===== config.mk =====
export PLATFORM = sky130hd
export DESIGN_NAME = tmr_pair
export DESIGN_NICKNAME = d
export VERILOG_FILES = /design/src/verilog/tmr_pair_pkg.sv /design/src/verilog/tmr_pair.sv
export SDC_FILE = /design/constraint.sdc
export NUM_CORES = 1
export LEC_CHECK = 0
export BUFFER_PORTS_ARGS = -buffer_cell sky130_fd_sc_hd__clkbuf_2
export CAP_MARGIN = 30
export CORE_MARGIN = 5
export CORE_UTILIZATION = 65
export CTS_CLUSTER_SIZE = 16
export DETAILED_ROUTE_END_ITERATION = 10
export GPL_TIMING_DRIVEN = 0
export PLACE_DENSITY_LB_ADDON = 0.25
export SYNTH_ARGS = -nofsm -noshare
export SYNTH_HDL_FRONTEND = slang
export SYNTH_SLANG_ARGS = --single-unit

===== constraint.sdc =====
create_clock -name pclk -period 4.3 [get_ports pclk]
set_clock_uncertainty 0.2 [all_clocks]
set_input_delay 0.43 -clock pclk [delete_from_list [all_inputs] [get_ports pclk]]
set_output_delay 0.43 -clock pclk [all_outputs]
set_load 0.05 [all_outputs]

===== src/verilog/tmr_pair_pkg.sv =====
// constants, register map and field layouts of the timer pair
// assumes an apb master with 32-bit data; each 16-bit register sits in the low
// half of its own word
//
// Contract
// - 32-bit match pulses adc trigger from upper
// - prescaler divides by 1, 8, 64, 256
// - 32-bit mode counts on lower clock, prescaler
// - count write, enable clear, reset clear prescaler
// - disabled lower timer does not reset prescaler
// - control write leaves count unchanged
// - no counting during cpu sleep
// - 32-bit match or gate fall sets flag
// - bit 7 enable gates 32-bit interrupt
// - holding register at index 0108
// - unimplemented bits read as zero
// - 32-bit count wraps to zero after match
// - lower count read latches upper into holding
// - joined lower count write loads upper from holding
// - join bit selects 32-bit; upper control ignored
package tmr_pair_pkg;

   // ------------------------------------------------------------
   // register indices; byte address is four times the index
   // ------------------------------------------------------------
   localparam logic [9:0] IDX_LOWER_COUNT   = 10'h106;
   localparam logic [9:0] IDX_UPPER_HOLDING = 10'h108;
   localparam logic [9:0] IDX_UPPER_COUNT   = 10'h10A;
   localparam logic [9:0] IDX_LOWER_PERIOD  = 10'h10C;
   localparam logic [9:0] IDX_UPPER_PERIOD  = 10'h10E;
   localparam logic [9:0] IDX_LOWER_CONTROL = 10'h110;
   localparam logic [9:0] IDX_UPPER_CONTROL = 10'h112;
   localparam logic [9:0] IDX_IRQ_FLAG      = 10'h120;
   localparam logic [9:0] IDX_IRQ_ENABLE    = 10'h122;

   // ------------------------------------------------------------
   // reset values, masks and bit positions
   // ------------------------------------------------------------
   localparam logic [15:0] PERIOD_RESET    = 16'hFFFF;
   localparam logic [15:0] CTRL_RESET      = 16'h0000;
   localparam logic [15:0] LOWER_CTRL_MASK = 16'hA07A;
   localparam logic [15:0] UPPER_CTRL_MASK = 16'hA072;
   localparam logic [15:0] IRQ_MASK        = 16'h00C0;
   localparam int unsigned FLAG_LOWER_BIT  = 6;
   localparam int unsigned FLAG_UPPER_BIT  = 7;

   // prescaler terminal counts for 1, 8, 64 and 256
   localparam logic [7:0] PSC_LIM_1   = 8'h00;
   localparam logic [7:0] PSC_LIM_8   = 8'h07;
   localparam logic [7:0] PSC_LIM_64  = 8'h3F;
   localparam logic [7:0] PSC_LIM_256 = 8'hFF;

   // control register layout
   typedef struct packed {
      logic       timer_on;
      logic       rsv14;
      logic       stop_in_idle;
      logic [5:0] rsv12_7;
      logic       gated_accumulate;
      logic [1:0] prescale_select;
      logic       join_32bit;
      logic       rsv2;
      logic       clock_source_select;
      logic       rsv0;
   } ctrl_t;

   // apb request as seen by the slave
   typedef struct packed {
      logic        psel;
      logic        penable;
      logic        pwrite;
      logic [11:0] paddr;
      logic [31:0] pwdata;
   } apb_req_t;

endpackage


===== src/verilog/tmr_pair.sv =====
// timer pair: two 16-bit timers, optionally joined into one 32-bit timer
// assumes apb3 master on pclk; sleep, idle and the gate/clock pin are
// synchronous to pclk; pin levels must stand one pclk each or edges are lost
//
// The implementer's own choice: register access over APB.
`timescale 1ns/1ps
`default_nettype none

module tmr_pair (
   input  wire logic                   pclk,
   input  wire logic                   presetn,
   input  wire tmr_pair_pkg::apb_req_t apb_req,
   output var  logic [31:0]            prdata,
   output var  logic                   pready,
   output var  logic                   pslverr,
   input  wire logic                   gate_clk_in,
   input  wire logic                   cpu_sleep,
   input  wire logic                   cpu_idle,
   output var  logic                   adc_trigger,
   output var  logic                   irq
);

   // ------------------------------------------------------------
   // helpers
   // ------------------------------------------------------------
   // terminal count of the prescaler for a divide setting
   function automatic logic [7:0] psc_limit(input logic [1:0] sel);
      logic [7:0] lim;
      lim = tmr_pair_pkg::PSC_LIM_1;
      unique case (sel)
         2'h0: lim = tmr_pair_pkg::PSC_LIM_1;
         2'h1: lim = tmr_pair_pkg::PSC_LIM_8;
         2'h2: lim = tmr_pair_pkg::PSC_LIM_64;
         2'h3: lim = tmr_pair_pkg::PSC_LIM_256;
      endcase
      return lim;
   endfunction

   // registers are word aligned; the two low address bits are ignored
   function automatic logic is_reg(input logic [11:0] addr, input logic [9:0] idx);
      return addr[11:2] == idx;
   endfunction

   // ------------------------------------------------------------
   // state
   // ------------------------------------------------------------
   // index 0 is the lower timer, index 1 the upper one
   tmr_pair_pkg::ctrl_t [1:0] ctl_q;
   logic [1:0][15:0]          cnt_q;
   logic [1:0][15:0]          cnt_d;
   logic [1:0][15:0]          per_q;
   logic [1:0][7:0]           psc_q;
   logic [15:0]               hold_q;
   logic [15:0]               flag_q;
   logic [15:0]               flag_d;
   logic [15:0]               ien_q;
   logic                      gate_q;
   logic [31:0]               prdata_q;
   logic                      pready_q;
   logic                      pslverr_q;
   logic                      adc_q;
   logic                      irq_q;

   // ------------------------------------------------------------
   // apb decode
   // ------------------------------------------------------------
   logic        access;
   logic        done;
   logic        wr_done;
   logic        rd_done;
   logic [11:0] addr;
   logic [15:0] wdata;
   logic        mapped;
   logic        joined;
   // written word seen as a control register, for its field names
   tmr_pair_pkg::ctrl_t wctl;

   // a transfer takes effect at the edge that completes its access phase
   assign access  = apb_req.psel && apb_req.penable;
   assign done    = access && pready_q;
   assign wr_done = done && apb_req.pwrite && mapped;
   assign rd_done = done && !apb_req.pwrite && mapped;
   assign addr    = apb_req.paddr;
   assign wdata   = apb_req.pwdata[15:0];
   assign wctl    = wdata;
   assign joined  = ctl_q[0].join_32bit;

   always_comb begin
      mapped = is_reg(addr, tmr_pair_pkg::IDX_LOWER_COUNT)
            || is_reg(addr, tmr_pair_pkg::IDX_UPPER_HOLDING)
            || is_reg(addr, tmr_pair_pkg::IDX_UPPER_COUNT)
            || is_reg(addr, tmr_pair_pkg::IDX_LOWER_PERIOD)
            || is_reg(addr, tmr_pair_pkg::IDX_UPPER_PERIOD)
            || is_reg(addr, tmr_pair_pkg::IDX_LOWER_CONTROL)
            || is_reg(addr, tmr_pair_pkg::IDX_UPPER_CONTROL)
            || is_reg(addr, tmr_pair_pkg::IDX_IRQ_FLAG)
            || is_reg(addr, tmr_pair_pkg::IDX_IRQ_ENABLE);
   end

   // per-timer write strobes for count and control
   logic [1:0] wr_cnt;
   logic [1:0] wr_ctl;
   assign wr_cnt[0] = wr_done && is_reg(addr, tmr_pair_pkg::IDX_LOWER_COUNT);
   assign wr_cnt[1] = wr_done && is_reg(addr, tmr_pair_pkg::IDX_UPPER_COUNT);
   assign wr_ctl[0] = wr_done && is_reg(addr, tmr_pair_pkg::IDX_LOWER_CONTROL);
   assign wr_ctl[1] = wr_done && is_reg(addr, tmr_pair_pkg::IDX_UPPER_CONTROL);

   // ------------------------------------------------------------
   // clock sources and prescalers
   // ------------------------------------------------------------
   logic       gate_rise;
   logic       gate_fall;
   logic [1:0] run;
   logic [1:0] src_tick;
   logic [1:0] hit;
   logic [1:0] ton_clear;

   // gate_q resets low like the idle pin, so reset makes no false edge
   assign gate_rise = gate_clk_in && !gate_q;
   assign gate_fall = gate_q && !gate_clk_in;

   always_comb begin
      for (int i = 0; i < 2; i++) begin
         // no clocks reach the timers in sleep
         run[i] = ctl_q[i].timer_on && !cpu_sleep
               && !(cpu_idle && ctl_q[i].stop_in_idle);
         // clearing timer_on restarts the division
         ton_clear[i] = wr_ctl[i] && ctl_q[i].timer_on
                     && !wctl.timer_on;
      end
      // only the lower timer has a pin; gate is ignored on the upper one
      if (ctl_q[0].clock_source_select) begin
         src_tick[0] = gate_rise;
      end else if (ctl_q[0].gated_accumulate) begin
         src_tick[0] = gate_clk_in;
      end else begin
         src_tick[0] = 1'b1;
      end
      src_tick[1] = !ctl_q[1].clock_source_select;
      for (int i = 0; i < 2; i++) begin
         hit[i] = run[i] && src_tick[i]
               && psc_q[i] == psc_limit(ctl_q[i].prescale_select);
      end
   end

   always_ff @(posedge pclk or negedge presetn) begin
      if (!presetn) begin
         psc_q <= '0;
      end else begin
         for (int i = 0; i < 2; i++) begin
            if (ton_clear[i]) begin
               psc_q[i] <= '0;
            end else if (|wr_cnt && ctl_q[i].timer_on) begin
               // any count write restarts the division of each timer whose timer_on is set, even one stopped by sleep or idle
               psc_q[i] <= '0;
            end else if (run[i] && src_tick[i]) begin
               psc_q[i] <= hit[i] ? 8'h00 : psc_q[i] + 8'h01;
            end
         end
      end
   end

   // ------------------------------------------------------------
   // counters
   // ------------------------------------------------------------
   // match_ev[1] is the upper or 32-bit match: trigger and upper flag
   logic [1:0] match_ev;

   always_comb begin
      cnt_d    = cnt_q;
      match_ev = '0;
      // joined: the halves act as one word; the upper prescaler is unused
      if (joined) begin
         if (hit[0]) begin
            if (cnt_q == per_q) begin
               cnt_d       = '0;
               match_ev[1] = 1'b1;
            end else begin
               cnt_d = cnt_q + 32'h0000_0001;
            end
         end
      end else begin
         for (int i = 0; i < 2; i++) begin
            if (hit[i]) begin
               if (cnt_q[i] == per_q[i]) begin
                  cnt_d[i]    = '0;
                  match_ev[i] = 1'b1;
               end else begin
                  cnt_d[i] = cnt_q[i] + 16'h0001;
               end
            end
         end
      end
      // a bus write wins over a tick in the same cycle
      if (wr_cnt[0]) begin
         cnt_d[0] = wdata;
         // only a joined pair reloads the upper half from holding
         if (joined) begin
            cnt_d[1] = hold_q;
         end
      end
      if (wr_cnt[1]) begin
         cnt_d[1] = wdata;
      end
   end

   // control writes never touch the counts
   always_ff @(posedge pclk or negedge presetn) begin
      if (!presetn) begin
         cnt_q <= '0;
      end else begin
         cnt_q <= cnt_d;
      end
   end

   always_ff @(posedge pclk or negedge presetn) begin
      if (!presetn) begin
         hold_q <= '0;
      end else if (rd_done && is_reg(addr, tmr_pair_pkg::IDX_LOWER_COUNT)) begin
         // snapshot as the read completes, one edge after prdata took the lower word
         hold_q <= cnt_q[1];
      end else if (wr_done && is_reg(addr, tmr_pair_pkg::IDX_UPPER_HOLDING)) begin
         hold_q <= wdata;
      end
   end

   // ------------------------------------------------------------
   // configuration registers
   // ------------------------------------------------------------
   always_ff @(posedge pclk or negedge presetn) begin
      if (!presetn) begin
         per_q <= {tmr_pair_pkg::PERIOD_RESET, tmr_pair_pkg::PERIOD_RESET};
         ctl_q <= {tmr_pair_pkg::CTRL_RESET, tmr_pair_pkg::CTRL_RESET};
         ien_q <= '0;
      end else if (wr_done) begin
         if (is_reg(addr, tmr_pair_pkg::IDX_LOWER_PERIOD)) begin
            per_q[0] <= wdata;
         end
         if (is_reg(addr, tmr_pair_pkg::IDX_UPPER_PERIOD)) begin
            per_q[1] <= wdata;
         end
         if (wr_ctl[0]) begin
            ctl_q[0] <= wdata & tmr_pair_pkg::LOWER_CTRL_MASK;
         end
         if (wr_ctl[1]) begin
            ctl_q[1] <= wdata & tmr_pair_pkg::UPPER_CTRL_MASK;
         end
         // only the two flag bits exist in the enable register
         if (is_reg(addr, tmr_pair_pkg::IDX_IRQ_ENABLE)) begin
            ien_q <= wdata & tmr_pair_pkg::IRQ_MASK;
         end
      end
   end

   // ------------------------------------------------------------
   // interrupt flags and adc trigger
   // ------------------------------------------------------------
   logic [15:0] flag_set;
   logic [15:0] flag_clr;
   logic        gate_ev;

   // a gate fall goes to the flag of whichever mode is active
   assign gate_ev = gate_fall && ctl_q[0].timer_on && ctl_q[0].gated_accumulate
                 && !ctl_q[0].clock_source_select;

   always_comb begin
      flag_set = '0;
      flag_set[tmr_pair_pkg::FLAG_UPPER_BIT] = match_ev[1] || (joined && gate_ev);
      flag_set[tmr_pair_pkg::FLAG_LOWER_BIT] = match_ev[0] || (!joined && gate_ev);
      flag_clr = '0;
      if (wr_done && is_reg(addr, tmr_pair_pkg::IDX_IRQ_FLAG)) begin
         flag_clr = wdata & tmr_pair_pkg::IRQ_MASK;
      end
      // a new event wins over a clear in the same cycle
      flag_d = (flag_q & ~flag_clr) | flag_set;
   end

   always_ff @(posedge pclk or negedge presetn) begin
      if (!presetn) begin
         flag_q <= '0;
         irq_q  <= 1'b0;
      end else begin
         flag_q <= flag_d;
         // built from the next flags, so irq rises with the flag itself
         irq_q  <= |(flag_d & ien_q);
      end
   end

   always_ff @(posedge pclk or negedge presetn) begin
      if (!presetn) begin
         adc_q  <= 1'b0;
         gate_q <= 1'b0;
      end else begin
         // single-cycle pulse; a slow consumer must stretch it
         adc_q  <= match_ev[1];
         gate_q <= gate_clk_in;
      end
   end

   // ------------------------------------------------------------
   // apb read data and handshake (one wait state)
   // ------------------------------------------------------------
   // read data is captured in the wait cycle and stands while pready is high
   logic [15:0] rd_val;

   always_comb begin
      rd_val = '0;
      if (is_reg(addr, tmr_pair_pkg::IDX_LOWER_COUNT)) begin
         rd_val = cnt_q[0];
      end else if (is_reg(addr, tmr_pair_pkg::IDX_UPPER_HOLDING)) begin
         rd_val = hold_q;
      end else if (is_reg(addr, tmr_pair_pkg::IDX_UPPER_COUNT)) begin
         rd_val = cnt_q[1];
      end else if (is_reg(addr, tmr_pair_pkg::IDX_LOWER_PERIOD)) begin
         rd_val = per_q[0];
      end else if (is_reg(addr, tmr_pair_pkg::IDX_UPPER_PERIOD)) begin
         rd_val = per_q[1];
      end else if (is_reg(addr, tmr_pair_pkg::IDX_LOWER_CONTROL)) begin
         rd_val = ctl_q[0];
      end else if (is_reg(addr, tmr_pair_pkg::IDX_UPPER_CONTROL)) begin
         rd_val = ctl_q[1];
      end else if (is_reg(addr, tmr_pair_pkg::IDX_IRQ_FLAG)) begin
         rd_val = flag_q;
      end else if (is_reg(addr, tmr_pair_pkg::IDX_IRQ_ENABLE)) begin
         rd_val = ien_q;
      end
   end

   always_ff @(posedge pclk or negedge presetn) begin
      if (!presetn) begin
         pready_q  <= 1'b0;
         prdata_q  <= '0;
         pslverr_q <= 1'b0;
      end else begin
         // exactly one wait state for every access; unmapped ones flag an error
         pready_q  <= access && !pready_q;
         pslverr_q <= access && !pready_q && !mapped;
         if (access && !pready_q && !apb_req.pwrite) begin
            prdata_q <= {16'h0000, rd_val};
         end
      end
   end

   assign prdata      = prdata_q;
   assign pready      = pready_q;
   assign pslverr     = pslverr_q;
   assign adc_trigger = adc_q;
   assign irq         = irq_q;

endmodule

`default_nettype wire


## Word level (Yosys, flattened, before mapping)

Cells that the tools add are included.

| storage, ports and cells | value |
|---|---|
| register bits after elaboration | 148 |
| input port bits | 52 |
| bits in writable memories | 0 |
| word-level logic and storage cells | 171 |
| ROM bits | 0 |
| memories | 0 |
| latch bits | 0 |

| cells by class | value |
|---|---|
| muxes and demuxes | 42 |
| $mul | 0 |
| bitwise operators | 4 |
| div/mod/pow operators | 0 |
| reductions and logical operators | 74 |
| eq/ne operators | 20 |
| magnitude comparators | 0 |
| $add $sub $neg | 5 |
| shift-type cells | 0 |

Operators with widths:

| cell | number |
|---|---|
| 2-to-1 mux 16 bit | 16 |
| 2-to-1 mux 32 bit | 4 |
| == test 10 x 9 -> 1 bit, second input constant | 9 |
| 2-to-1 mux 8 bit | 10 |
| one-hot mux 8 bit (4 select lines) | 2 |
| logical AND 1 bit | 39 |
| adder 16 x 1 -> 16 bit, second input constant | 2 |
| adder 32 x 1 -> 32 bit, second input constant | 1 |
| == test 16 bit | 2 |
| == test 32 bit | 1 |
| adder 8 x 1 -> 8 bit, second input constant | 2 |
| AND 16 bit | 1 |
| AND 16 x 8 -> 16 bit | 1 |
| == test 8 bit | 2 |
| NOT 16 bit | 1 |
| OR 16 x 8 -> 16 bit | 1 |
| OR reduction 16 bit | 1 |
| logical NOT 1 bit | 12 |
| logical OR 1 bit | 10 |
| 2-to-1 mux 1 bit | 10 |
| AND reduction 2 bit | 5 |
| == test 2 bit, second input constant | 4 |
| nonzero test 3 bit | 2 |
| == test 2 x 1 -> 1 bit, second input constant | 2 |
| other kinds (3) | 5 |

## Logic depth before layout (Yosys ltp)

Gate-level depths: netlist of run 1.

| depth | value |
|---|---|
| depth in word-level cells | 17 |
| depth in mapped cells | 10 |
| gate-level depth less buffers | 7 |

## Worst setup path after synthesis of run 1

No wires, ideal clock.

| path | value |
|---|---|
| path kind | input -> register |
| start | input apb_req[43] (netlist name) |
| end | register hold_q[12] |
| path buffers | 4 |
| stages | 9 |
| path slack | 1.423 ns |
| arrival time | 2.555 ns |
| library setup time | 0.122 ns |
| path through | or4b_1 -> buf_2 -> or4_1 -> buf_2 -> nor4b_4 -> buf_6 -> buf_6 -> mux2i_1 -> a21oi_2 |

| between the ends | value |
|---|---|
| word-level cells in the longest chain between the ends | 12 |

Ends and longest elaborated chain:

| element | line | source |
|---|---|---|
| start, declared | tmr_pair.sv:12 | `input wire tmr_pair_pkg::apb_req_t apb_req,` |
| == test 10 x 9 -> 1 bit | tmr_pair.sv:41 | `return addr[11:2] == idx;` |
| logical OR 1 bit | tmr_pair.sv:90 | `\|\| is_reg(addr, tmr_pair_pkg::IDX_UPPER_HOLDING)` |
| logical OR 1 bit | tmr_pair.sv:91 | `\|\| is_reg(addr, tmr_pair_pkg::IDX_UPPER_COUNT)` |
| logical OR 1 bit | tmr_pair.sv:92 | `\|\| is_reg(addr, tmr_pair_pkg::IDX_LOWER_PERIOD)` |
| logical OR 1 bit | tmr_pair.sv:93 | `\|\| is_reg(addr, tmr_pair_pkg::IDX_UPPER_PERIOD)` |
| logical OR 1 bit | tmr_pair.sv:94 | `\|\| is_reg(addr, tmr_pair_pkg::IDX_LOWER_CONTROL)` |
| logical OR 1 bit | tmr_pair.sv:95 | `\|\| is_reg(addr, tmr_pair_pkg::IDX_UPPER_CONTROL)` |
| logical OR 1 bit | tmr_pair.sv:96 | `\|\| is_reg(addr, tmr_pair_pkg::IDX_IRQ_FLAG)` |
| logical OR 1 bit | tmr_pair.sv:97 | `\|\| is_reg(addr, tmr_pair_pkg::IDX_IRQ_ENABLE);` |
| logical AND 1 bit, on equally long branches | tmr_pair.sv:82, tmr_pair.sv:81 |  |
| logical AND 1 bit, on equally long branches | tmr_pair.sv:219, tmr_pair.sv:222 |  |
| 2-to-1 mux 16 bit / nonzero test 2 bit (equally long branches) | - |  |
| end signal, assigned | tmr_pair.sv:221 | `hold_q <= cnt_q[1];` |
| end signal, assigned | tmr_pair.sv:223 | `hold_q <= wdata;` |
| end, declared | tmr_pair.sv:53 | `logic [15:0] hold_q;` |

Parallel ways exist; a longest one is shown, timed or not.
A chain may end at the register's enable or synchronous reset.

==> summary.txt, run 1 <==
Outcome
  – Status: finished, final reports clean

Critical path
  – Critical Path Fanout Max: 9
  – R2R cell count: 7
  – Worst reg2reg setup slack: 0.68 ns
  – Worst endpoint required time: 4.39 ns
  – CP Capture Type: flip-flop
  – R2R Path End: cnt_q[21]$_DFF_PN0_
  – Worst Path Arrival: ~3.7 ns
  – Startpoint types: flip-flop
  – Crit Path Class: flip-flop to flip-flop
  – Setup crit end: cnt_q[21]$_DFF_PN0_
  – Critical path origin: ctl_q[5]$_DFFE_PN0P_
  – RR Startpoint: ctl_q[5]$_DFFE_PN0P_

Timing
  – Max frequency: roughly 280 MHz
  – Post-layout minimum cycle time: 3.620 ns
  – Final setup TNS: 0 ns
  – Worst Max-Slew Pin Slew: 1.184 ns
  – Final Max Tran Viols: 0
  – Final Worst Setup Slack: 0.6799 ns
  – Slew HR: 0.2044
  – Fin crit share: 0.8419
  – RSZ-0062 raised after global routing: false
  – Final Hold Vio Count: 0
  – Setup violators final: 0

Detailed routing
  – WL per Instance: 23.68 um
  – Residual DRC: 0
  – DR vias/cell: 7.102
  – Vias: 8,785
  – Drt first pass iters: 8
  – Iter 0 DRT Violations: 1,503
  – Detail Route Antenna Nets: 0
  – Drt total wl: 29,290 um

Global routing
  – Largest net degree at the start of global routing: 86
  – First-pass GRT wire length: 45,110 um
  – GRT Residual Overflow: 0
  – Total GRT Usage: 0.3662
  – Vias in the first global route: between 8,000 and 9,000
  – Initial antenna violation count: 1

Floorplanning
  – Core ar.: 0.01314 mm2
  – Die Ht: 125.4 um
  – Initial Util: 0.6588
  – Row cnt: 42
  – Die Area: roughly 0.016 mm2
  – Die width: 125.4 um
  – Boundary Pins: 88

Place
  – Worst slack, placed: between 0.6 and 0.7 ns
  – Final Wtd Congestion: between 1 and 1.5
  – Post-DP Area: 0.009265 mm2
  – Post-DP HPWL: 20,980 um
  – Port Buf Inserts: 52
  – Placed Cells: 1,202

Clocking
  – Resized cells post-CTS: 0
  – Reg clk slew, reported paths: 0.06 ns
  – H-tree Lvls: 4
  – Max Root-Sink Buffers: 2
  – CTS tree: yes
  – Worst-Skew Late Latency: 0.44 ns
  – Clock sink count: 134
  – CTS Buf Count: 17
  – Clock Tree Root: clkbuf_16

Finish
  – Diode count: 0
  – Fill cell count: between 900 and 1,000
  – Final instance area: 0.009910 mm2
  – Final Util: 0.7543
  – # nets final: 1,104
  – Synth-to-layout area growth: 14.50%
  – Non-Filler Instances: around 1,200
  – Layout cells sized above 1: 0.2083

Synth
  – Synthesis-stage register bit count: ~130
  – EDFF count, synth: 0
  – Share of the synthesized area in the top cell type: 0.2949
  – Most frequent cells after synthesis: 102 x dfrtp_1, 91 x nor2_1, 66 x nand2_1, 59 x a21oi_1, 55 x clkbuf_1
  – Fraction of registers with async set/reset: 1.000
  – Synth Flop Type: dfrtp_1
  – Mapped Cells: 954
  – Distinct cells, synth: between 70 and 80
  – Synth Warn #: 0
  – Seq/Total Area, Yosys: 0.3921
  – Synth area leader: dfrtp_1
  – Mapped cell area: 0.008655 mm2
  – Largest cells by area after synthesis: dfrtp_1 29%, dfstp_2 9.7%, mux2_2 6.0%, xnor2_1 5.2%, nor2_1 3.9%
  – Average size of a mapped cell: 9.072 um2
  – Most frequent cell after synthesis: dfrtp_1

Pwr
  – Leak: 3.988 nW
  – Combinational Power Share: 0.108
  – Clock Power Share: 0.480
  – Power per cell area: between 300 and 400 mW/mm2
  – Net switching power: 0.8674 mW
  – Power Internal: around 2.3 mW
  – Max IR drop VDD: 0.0002916 V
  – Switching Share: 0.2709
  – Sequential share of power: 0.412

Job
  – Max cap viols: 0

Min path
  – Hold Path Class: primary input to flip-flop
  – Hold Path Origin: apb_req[14]
==> routing by layer <==
metal	part of all wire	GRT usage	up-vias
met1	0.37	0.4881	4147
li1	-	-	3731
met4	0.053	0.1735	2
met3	0.14	0.1066	160
met2	0.44	0.5530	745
met5	0.00038	0	-
==> through the flow <==
stage          total power [mW]  hold WS (ns)
6_report                  3.202        0.1263
5_1_grt                   3.283        0.1360
4_1_cts                   3.198        0.1259
3_5_place_dp              1.677        0.2084
3_3_place_gp              1.667        0.2875
2_1_floorplan             1.551      -0.06559
==> layout by cell type, fill, tap and decap left out, types with 26 or more instances in the layout <==
master / count
o21ai_0: 34
dfrtp_1: 102
nor3_1: 33
nand3_1: 26
clkbuf_1: 56
nor2_1: 91
xnor2_1: 51
nand2_1: 66
a31oi_1: 29
clkbuf_2: 52
a21oi_1: 59
mux2_2: 46
nand4_1: 31
dfstp_2: 32
==> what timing repair did <==
item	CTS	global route
setup buffers	0	0
hold buffers	2	0
endpoints found under the hold margin	49	0
==> cells by family after synthesis <==
kind of cell    synth area share
simple gates              0.2063
compound gates            0.1952
flops                     0.3921
buf+inv                  0.05508
mux                      0.08848
xor+xnor                 0.05667
fa+ha+maj               0.005783
other cells            0.0004333
==> power groups by stage <==
stage / combinational (mW) / sequential [mW] / clock [mW]
final: 0.344 / 1.32 / 1.54
after global routing: 0.364 / 1.32 / 1.60
after CTS: 0.341 / 1.32 / 1.54
after detailed placement: 0.337 / 1.34 / 0
after global placement: 0.330 / 1.34 / 0
after floorplan: 0.113 / 1.44 / 0
==> how the worst min path moves through the flow <==
stage,to,slack [ns],depth (start not counted)
final,cnt_q[14]$_DFFE_PN0P_,0.13,3
after global routing,cnt_q[14]$_DFFE_PN0P_,0.14,3
after CTS,cnt_q[14]$_DFFE_PN0P_,0.13,3
after detailed placement,cnt_q[29]$_DFF_PN0_,0.21,1
after global placement,ctl_q[22]$_DFFE_PN0P_,0.29,1
after floorplan,adc_trigger$_DFF_PN0_,-0.07,0
==> state kept, by name, summed over array words and instances (netlist names) <==
name / flops
adc_trigger: 1
cnt_q: 32
ctl_q: 12
flag_q: 2
gate_q: 1
hold_q: 16
ien_q: 2
irq: 1
joined: 1
per_q: 32
prdata: 16
pready: 1
psc_q: 16
pslverr: 1
==> area by class of cell <==
| class | count | area (um2) | share of cell area |
|---|---|---|---|
| clock inverter | 11 | 146.4 | 0.01477 |
| inverter | 16 | 60.06 | 0.006061 |
| sequential | 134 | 3393 | 0.3424 |
| clock buffer | 21 | 470.5 | 0.04747 |
| buffer | 84 | 416.7 | 0.04205 |
| timing repair buffer | 60 | 355.3 | 0.03586 |
| multi-input combinational | 735 | 4847 | 0.4891 |
| tap | 176 | 220.2 | 0.02222 |
==> worst max-delay path, cell delays in order, from the launching register on <==
cell and delay [ns]:
dfrtp_1 0.46, or4_1 0.54, a21oi_1 0.50, o221a_2 0.31, clkbuf_1 0.37, a31oi_1 0.40, nand3_1 0.51, o22ai_1 0.18
No activity file was read; power rests on OpenSTA's default activity.
==> run 2: changes to the inputs <==
--- a/config.mk
+++ b/config.mk
@@ -5,10 +5,11 @@
 export SDC_FILE = /design/constraint.sdc
 export NUM_CORES = 1
 export LEC_CHECK = 0
+export ABC_AREA = 1
 export BUFFER_PORTS_ARGS = -buffer_cell sky130_fd_sc_hd__clkbuf_2
 export CAP_MARGIN = 30
 export CORE_MARGIN = 5
-export CORE_UTILIZATION = 65
+export CORE_UTILIZATION = 61
 export CTS_CLUSTER_SIZE = 16
 export DETAILED_ROUTE_END_ITERATION = 10
 export GPL_TIMING_DRIVEN = 0
==> constraint.sdc (replaced) <==
create_clock -name pclk -period 3.6 [get_ports pclk]
set_clock_uncertainty 0.2 [all_clocks]
set_input_delay 0.36 -clock pclk [delete_from_list [all_inputs] [get_ports pclk]]
set_output_delay 0.36 -clock pclk [all_outputs]
set_load 0.05 [all_outputs]
==> summary.txt, run 2 <==
Outcome
  – Status: finished, final reports clean

Place
  – Post-DP HPWL: 26,660 um (+27%)
  – Post-DP Area: 0.01045 mm2 (+13%)
  – Port Buf Inserts: 53 (+1.9%)
  – Final Wtd Congestion: 1.010 (about the same)
  – Placed Cells: 1,729 (+44%)
  – Worst slack, placed: 0.6775 ns (-0.01056 ns)

Clocking
  – H-tree Lvls: 4 (unchanged)
  – Clock Tree Root: clkbuf_16
  – Clock sink count: 134 (unchanged)
  – Worst-Skew Late Latency: 0.44 ns (about the same)
  – Max Root-Sink Buffers: 2 (unchanged)
  – Post-CTS Setup Inserts: 0 (unchanged)
  – CTS tree: yes
  – CTS Buf Count: 17 (unchanged)
  – Reg clk slew, reported paths: 0.07 ns (about the same)

Finish
  – Biggest regs: cnt_q: 32 flops, per_q: 32 flops
  – Diode count: 0 (unchanged)
  – # nets final: 1,595 (+44%)
  – Fill cell count: 1,353 (+40%)
  – Synth-to-layout area growth: 13.84%
  – Non-Filler Instances: 1,768 (+43%)
  – Most common cell after layout, fill and taps aside: nand2_1
  – Layout cells sized above 1: 0.1604 (-0.04786)
  – Most frequent cells in the layout: 482 x nand2_1, 140 x inv_1, 124 x nor2_1
  – Final Util: 0.7061 (-0.04820)
  – Final instance area: 0.01118 mm2 (+13%)

Pwr
  – Leak: 5.452 nW (+37%)
  – Max IR drop VDD: 0.0004339 V (+49%)
  – Tot Pwr: 3.942 mW (+23%)
  – Power per cell area: 352.7 mW/mm2 (+9.2%)

Synth
  – Fraction of registers with async set/reset: 1.000 (unchanged)
  – Average size of a mapped cell: 6.798 um2 (-25%)
  – Mapped cell area: 0.009817 mm2 (+13%)
  – Synthesis-stage register bit count: 134 (unchanged)
  – Most frequent cells after synthesis: 482 x nand2_1, 140 x inv_1, 124 x nor2_1, 102 x dfrtp_1, 98 x nand3_1
  – Distinct cells, synth: 54 (-29%)
  – Synth Flop Type: dfrtp_1
  – Synth Warn #: 0 (unchanged)
  – EDFF count, synth: 0 (unchanged)
  – Seq/Total Area, Yosys: 0.3457 (-0.04642)
  – Synth area leader: dfrtp_1
  – Largest cells by area after synthesis: dfrtp_1 26%, nand2_1 18%, dfstp_2 8.6%, inv_1 5.4%, nand3_1 5.0%
  – Most frequent cell after synthesis: nand2_1
  – Mapped Cells: 1,444 (+51%)
  – Share of the synthesized area in the top cell type: 0.2600 (-0.03492)

Critical path
  – CP Capture Type: flip-flop
  – RR Startpoint: cnt_q[7]$_DFFE_PN0P_
  – Worst reg2reg setup slack: 0.44 ns (-0.24 ns)
  – Crit Path Class: flip-flop to flip-flop
  – R2R Path End: cnt_q[16]$_DFF_PN0_
  – Slowest stage delay, CP: 0.72 ns (+0.18 ns)
  – Slowest stage cell, crit path: nor4_1
  – Startpoint types: flip-flop
  – Worst Path Arrival: 3.33 ns (-0.38 ns)
  – R2R cell count: 8 (+1)
  – Critical Path Fanout Max: 9 (unchanged)
  – Critical-path cell list: clkbuf_1 > nand4_1 > nor2_1 > nand4_1 > nor4_1 > or2_2 > nand3_1 > nand3_1
  – Worst endpoint required time: 3.77 ns (-0.62 ns)

Min path
  – Hold Path Origin: apb_req[13]
  – Hold path cells: 3 (unchanged)
  – Hold path endpoint: cnt_q[29]$_DFF_PN0_
  – Hold Path Class: primary input to flip-flop

Floorplanning
  – Die width: 136.9 um (+9.1%)
  – Core ar.: 0.01583 mm2 (+20%)
  – Row cnt: 46 (+9.5%)
  – Die Ht: 136.9 um (+9.1%)
  – Boundary Pins: 88 (unchanged)
  – Initial Util: 0.6202 (-0.03852)
  – Die Area: 0.01873 mm2 (+19%)

Timing
  – Post-layout minimum cycle time: 3.157 ns (-0.4631 ns)
  – Fin crit share: 0.8769 (+0.03505)
  – Final Hold Vio Count: 0 (unchanged)
  – Setup violators final: 0 (unchanged)
  – Max frequency: 316.8 MHz (+15%)
  – Worst Max-Slew Pin Slew: 0.8025 ns (-0.3811 ns)
  – Slew HR: 0.4601 (+0.2557)
  – Final Worst Setup Slack: 0.4431 ns (-0.2369 ns)
  – RSZ-0062 raised after global routing: false
  – Final setup TNS: 0 ns (unchanged)
  – Final Max Tran Viols: 0 (unchanged)
  – Final hold slack: 0.004990 ns (-0.1213 ns)

Detailed routing
  – Vias: 10,528 (+20%)
  – DR vias/cell: 5.955 (-16%)
  – WL per Instance: 19.66 um (-17%)
  – Detail Route Antenna Nets: 0 (unchanged)
  – Drt total wl: 34,760 um (+19%)
  – Drt first pass iters: 5 (-3)
  – Residual DRC: 0 (unchanged)
  – Iter 0 DRT Violations: 1,440 (-4.2%)

Global routing
  – First-pass GRT wire length: 53,500 um (+19%)
  – Vias in the first global route: 9,591 (+19%)
  – GRT Residual Overflow: 0 (unchanged)
  – Initial antenna violation count: 1 (unchanged)
  – Total GRT Usage: 0.3791 (+0.01288)
  – Largest net degree at the start of global routing: 99 (+15%)

Job
  – Max cap viols: 0 (unchanged)
[run 2: worst max path at each step]
| stage | cells after the start | from | slack, ns | end |
|---|---|---|---|---|
| after global placement | 1 | presetn | -0.28 | cnt_q[10]$_DFFE_PN0P_ |
| after CTS | 8 | cnt_q[7]$_DFFE_PN0P_ | 0.65 | cnt_q[16]$_DFF_PN0_ |
| final | 8 | cnt_q[7]$_DFFE_PN0P_ | 0.44 | cnt_q[16]$_DFF_PN0_ |
| after global routing | 8 | cnt_q[7]$_DFFE_PN0P_ | 0.38 | cnt_q[16]$_DFF_PN0_ |
| after detailed placement | 8 | cnt_q[7]$_DFFE_PN0P_ | 0.68 | cnt_q[16]$_DFF_PN0_ |
| after floorplan | 8 | pready$_DFF_PN0_ | 1.36 | hold_q[8]$_DFFE_PN0P_ |
[run 2: logic make-up (layout without fill, tap and decap cells)]
group,Yosys count,in the layout,synth area share
flip-flops,134,134,0.3457
adder cells (fa/ha/maj),4,4,0.005098
buffers and inverters,235,328,0.1043
XOR/XNOR,53,53,0.04729
AO/OA/AOI/OAI,180,180,0.1173
multiplexers,1,1,0.001020
other,1,16,0.0003820
AND/OR/NAND/NOR,836,836,0.3790
[run 2: final cells by class]
cell class / count / area (um2) / area share
well taps: 216 / 270.3 / 0.02418
repair buffers: 61 / 371.6 / 0.03325
clock buffers: 19 / 442.9 / 0.03963
clock inverters: 13 / 217.7 / 0.01948
multi-input cells: 1090 / 5456 / 0.4882
inverters: 155 / 581.8 / 0.05206
flip-flops and latches: 134 / 3393 / 0.3036
plain buffers: 80 / 441.7 / 0.03952
[run 2: metal layers]
layer,GRT usage,up-vias,wire length (um)
li1,-,4865,-
met1,0.5082,4863,13740
met2,0.5813,668,15420
met3,0.08934,130,3943
met4,0.1796,2,1634
met5,0,-,14
[run 2: repair_timing]
item                                   in CTS  in global routing
endpoints found under the hold margin      42                  0
gates resized for setup                     0                  0
hold buffers                                7                  0
[run 2: where the power goes]
part,switching (mW),internal (mW)
logic,0.262,0.112
registers,0.0184,1.53
clock network,0.757,1.26
total,1.04,2.90
[run 2: worst max-delay path: cells and delay by family, from the launching register on]
kind          cells  cell delay (ns)
simple gates      7             2.15
buf+inv           1             0.41
flops             1             0.32
==> run 3: changes to the inputs <==
--- a/config.mk
+++ b/config.mk
@@ -8,8 +8,10 @@
 export ABC_AREA = 1
 export BUFFER_PORTS_ARGS = -buffer_cell sky130_fd_sc_hd__clkbuf_2
 export CAP_MARGIN = 30
+export CELL_PAD_IN_SITES_DETAIL_PLACEMENT = 1
+export CELL_PAD_IN_SITES_GLOBAL_PLACEMENT = 2
 export CORE_MARGIN = 5
-export CORE_UTILIZATION = 61
+export CORE_UTILIZATION = 34
 export CTS_CLUSTER_SIZE = 16
 export DETAILED_ROUTE_END_ITERATION = 10
 export GPL_TIMING_DRIVEN = 0
==> summary.txt, run 3 (synthesis results as in run 2) <==
Global routing
  – Vias in the first global route: 10,418 (+8.6%)
  – GRT Residual Overflow: 0 (unchanged)
  – First-pass GRT wire length: 64,330 um (+20%)
  – Total GRT Usage: 0.2560 (-0.1231)
  – Largest net degree at the start of global routing: 86 (-13%)
  – Initial antenna violation count: 1 (unchanged)

Floorplanning
  – Core ar.: 0.02863 mm2 (+81%)
  – Boundary Pins: 88 (unchanged)
  – Die Area: 0.03237 mm2 (+73%)
  – Row cnt: 62 (+35%)
  – Initial Util: 0.3429 (-0.2773)
  – Die Ht: 179.9 um (+31%)
  – Die width: 179.9 um (+31%)

Job
  – Max cap viols: 0 (unchanged)

Min path
  – Hold Path Origin: apb_req[10]
  – Hold Path Class: primary input to flip-flop
  – Hold path endpoint: cnt_q[26]$_DFF_PN0_
  – Hold path cells: 3 (unchanged)

Finish
  – Non-Filler Instances: 1,937 (+9.6%)
  – # nets final: 1,596 (+0.063%)
  – Synth-to-layout area growth: 15.60%
  – Diode count: 0 (unchanged)
  – Most frequent cells in the layout: 482 x nand2_1, 140 x inv_1, 124 x nor2_1
  – Most common cell after layout, fill and taps aside: nand2_1
  – Fill cell count: 3,707 (+170%)
  – Biggest regs: cnt_q: 32 flops, per_q: 32 flops
  – Layout cells sized above 1: 0.1584 (-0.002035)
  – Final Util: 0.3965 (-0.3096)

Timing
  – Slew HR: 0.4962 (+0.03611)
  – Final Max Tran Viols: 0 (unchanged)
  – Final setup TNS: 0 ns (unchanged)
  – Worst Max-Slew Pin Slew: 0.7478 ns (-0.05467 ns)
  – Final Hold Vio Count: 0 (unchanged)
  – Fin crit share: 0.9167 (+0.03982)
  – RSZ-0062 raised after global routing: false
  – Max frequency: 303.0 MHz (-4.3%)
  – Setup violators final: 0 (unchanged)
  – Post-layout minimum cycle time: 3.300 ns (+0.1433 ns)

Pwr
  – Combinational Power Share: 0.099 (+0.004)
  – Max IR drop VDD: 0.0003207 V (-26%)
  – Power per cell area: 338.6 mW/mm2 (-4.0%)
  – Switching Share: 0.2684 (+0.005279)
  – Net switching power: 1.031 mW (-0.57%)
  – Leak: 5.430 nW (-0.39%)
  – Sequential share of power: 0.404 (+0.010)
  – Power Internal: 2.811 mW (-3.2%)
  – Clock Power Share: 0.497 (-0.014)

Detailed routing
  – Iter 0 DRT Violations: 785 (-45%)
  – Vias: 10,379 (-1.4%)
  – Residual DRC: 0 (unchanged)
  – Detail Route Antenna Nets: 0 (unchanged)
  – DR vias/cell: 5.358 (-10%)
  – WL per Instance: 21.73 um (+11%)
  – Drt first pass iters: 5 (unchanged)
  – Drt total wl: 42,090 um (+21%)

Clocking
  – H-tree Lvls: 4 (unchanged)
  – Reg clk slew, reported paths: 0.07 ns (about the same)
  – Clock sink count: 134 (unchanged)
  – Worst-Skew Late Latency: 0.44 ns (about the same)
  – CTS Buf Count: 17 (unchanged)
  – Clock Tree Root: clkbuf_16
  – CTS tree: yes
  – Max Root-Sink Buffers: 2 (unchanged)
  – Resized cells post-CTS: 0 (unchanged)

Critical path
  – Crit Path Class: flip-flop to flip-flop
  – R2R Path End: cnt_q[31]$_DFF_PN0_
  – Slowest stage delay, CP: 0.46 ns (-0.26 ns)
  – Slowest stage cell, crit path: nor2_2
  – RR Startpoint: cnt_q[17]$_DFF_PN0_
  – Worst Path Arrival: 3.42 ns (+0.09 ns)
  – R2R cell count: 15 (+7)
  – Worst endpoint required time: 3.72 ns (-0.05 ns)
  – Critical-path cell list: clkbuf_1 > xnor2_1 > nand2_1 > nor2_1 > nand2_1 > nor2_2 > nand2_1 > nand3_1 > nand2_1 > nand2_1 > nand2_1 > nand2_1 > nand2_1 > nand2_1 > nand2_1
  – CP Capture Type: flip-flop
  – Critical Path Fanout Max: 9 (unchanged)
  – Startpoint types: flip-flop
  – Worst reg2reg setup slack: 0.30 ns (-0.14 ns)
  – Cell mode on critical path: nand2_1

Outcome
  – Status: finished, final reports clean

Place
  – Final Wtd Congestion: 0.9252 (-8.4%)
  – Placed Cells: 1,897 (+9.7%)
  – Post-DP HPWL: 32,800 um (+23%)
  – Port Buf Inserts: 53 (unchanged)
-- run 3: cell count changes in the layout (fill, tap and decap cells not counted), moves of 2 or more --
| cell | previous run | this run |
|---|---|---|
| inv_6 | 4 | 0 |
| clkinv_4 | 2 | 0 |
| clkbuf_1 | 20 | 23 |
| bufinv_16 | 5 | 3 |
| clkbuf_8 | 2 | 5 |
-- run 3: worst max-delay path by stage --
stage | from | to | slack (ns) | depth (start not counted)
floorplan | pready$_DFF_PN0_ | hold_q[8]$_DFFE_PN0P_ | 1.36 | 8
global placement | presetn | cnt_q[8]$_DFFE_PN0P_ | -0.51 | 1
detailed placement | cnt_q[17]$_DFF_PN0_ | cnt_q[31]$_DFF_PN0_ | 0.40 | 15
CTS | cnt_q[17]$_DFF_PN0_ | cnt_q[31]$_DFF_PN0_ | 0.38 | 15
global route | cnt_q[17]$_DFF_PN0_ | cnt_q[31]$_DFF_PN0_ | 0.12 | 15
finish | cnt_q[17]$_DFF_PN0_ | cnt_q[31]$_DFF_PN0_ | 0.30 | 15
-- run 3: power groups by stage --
stage | logic (mW) | clock network [mW] | registers (mW)
finish | 0.379 | 1.91 | 1.55
global route | 0.430 | 1.99 | 1.56
CTS | 0.382 | 1.92 | 1.55
detailed placement | 0.374 | 0 | 1.58
global placement | 0.361 | 0 | 1.58
floorplan | 0.237 | 0 | 1.58
-- run 3: cell type report --
type	count	area, um2	area share
Timing Repair Buffer	62	381.6	0.03363
Buffer	80	441.7	0.03892
Clock buffer	25	495.5	0.04366
Tap cell	384	480.5	0.04234
Multi-Input combinational cell	1090	5456	0.4808
Clock inverter	7	117.6	0.01036
Sequential cell	134	3393	0.2990
Inverter	155	581.8	0.05127
-- run 3: routing by layer --
layer	global-route usage	routed length, um
met1	0.3428	18850
met2	0.4250	19950
met3	0.04911	2276
met4	0.06888	1020
met5	0	0
-- run 3: repair_timing --
action,in CTS,in global routing
hold buffers,8,0
setup buffers,0,0
endpoints found under the hold margin,47,0
-- run 3: per-stage QoR --
step | hold WS, ns | power, mW | worst slack (ns) | instance area [um2]
finish | 0.01898 | 3.842 | 0.2997 | 11350
global route | 0.02444 | 3.980 | 0.1180 | 11350
CTS | 0.01411 | 3.860 | 0.3838 | 11350
detailed placement | 0.1418 | 1.953 | 0.4000 | 10660
global placement | 0.2626 | 1.939 | -0.5081 | 10620
floorplan | -0.1356 | 1.815 | 1.364 | 9873
-- run 3: worst max-delay path, delay by kind of cell (launching register included) --
| kind | cells | cell delay [ns] |
|---|---|---|
| xor gates and xnor gates | 1 | 0.19 |
| and+or+nand+nor | 13 | 1.95 |
| buffers and inverters | 1 | 0.45 |
| DFF | 1 | 0.38 |
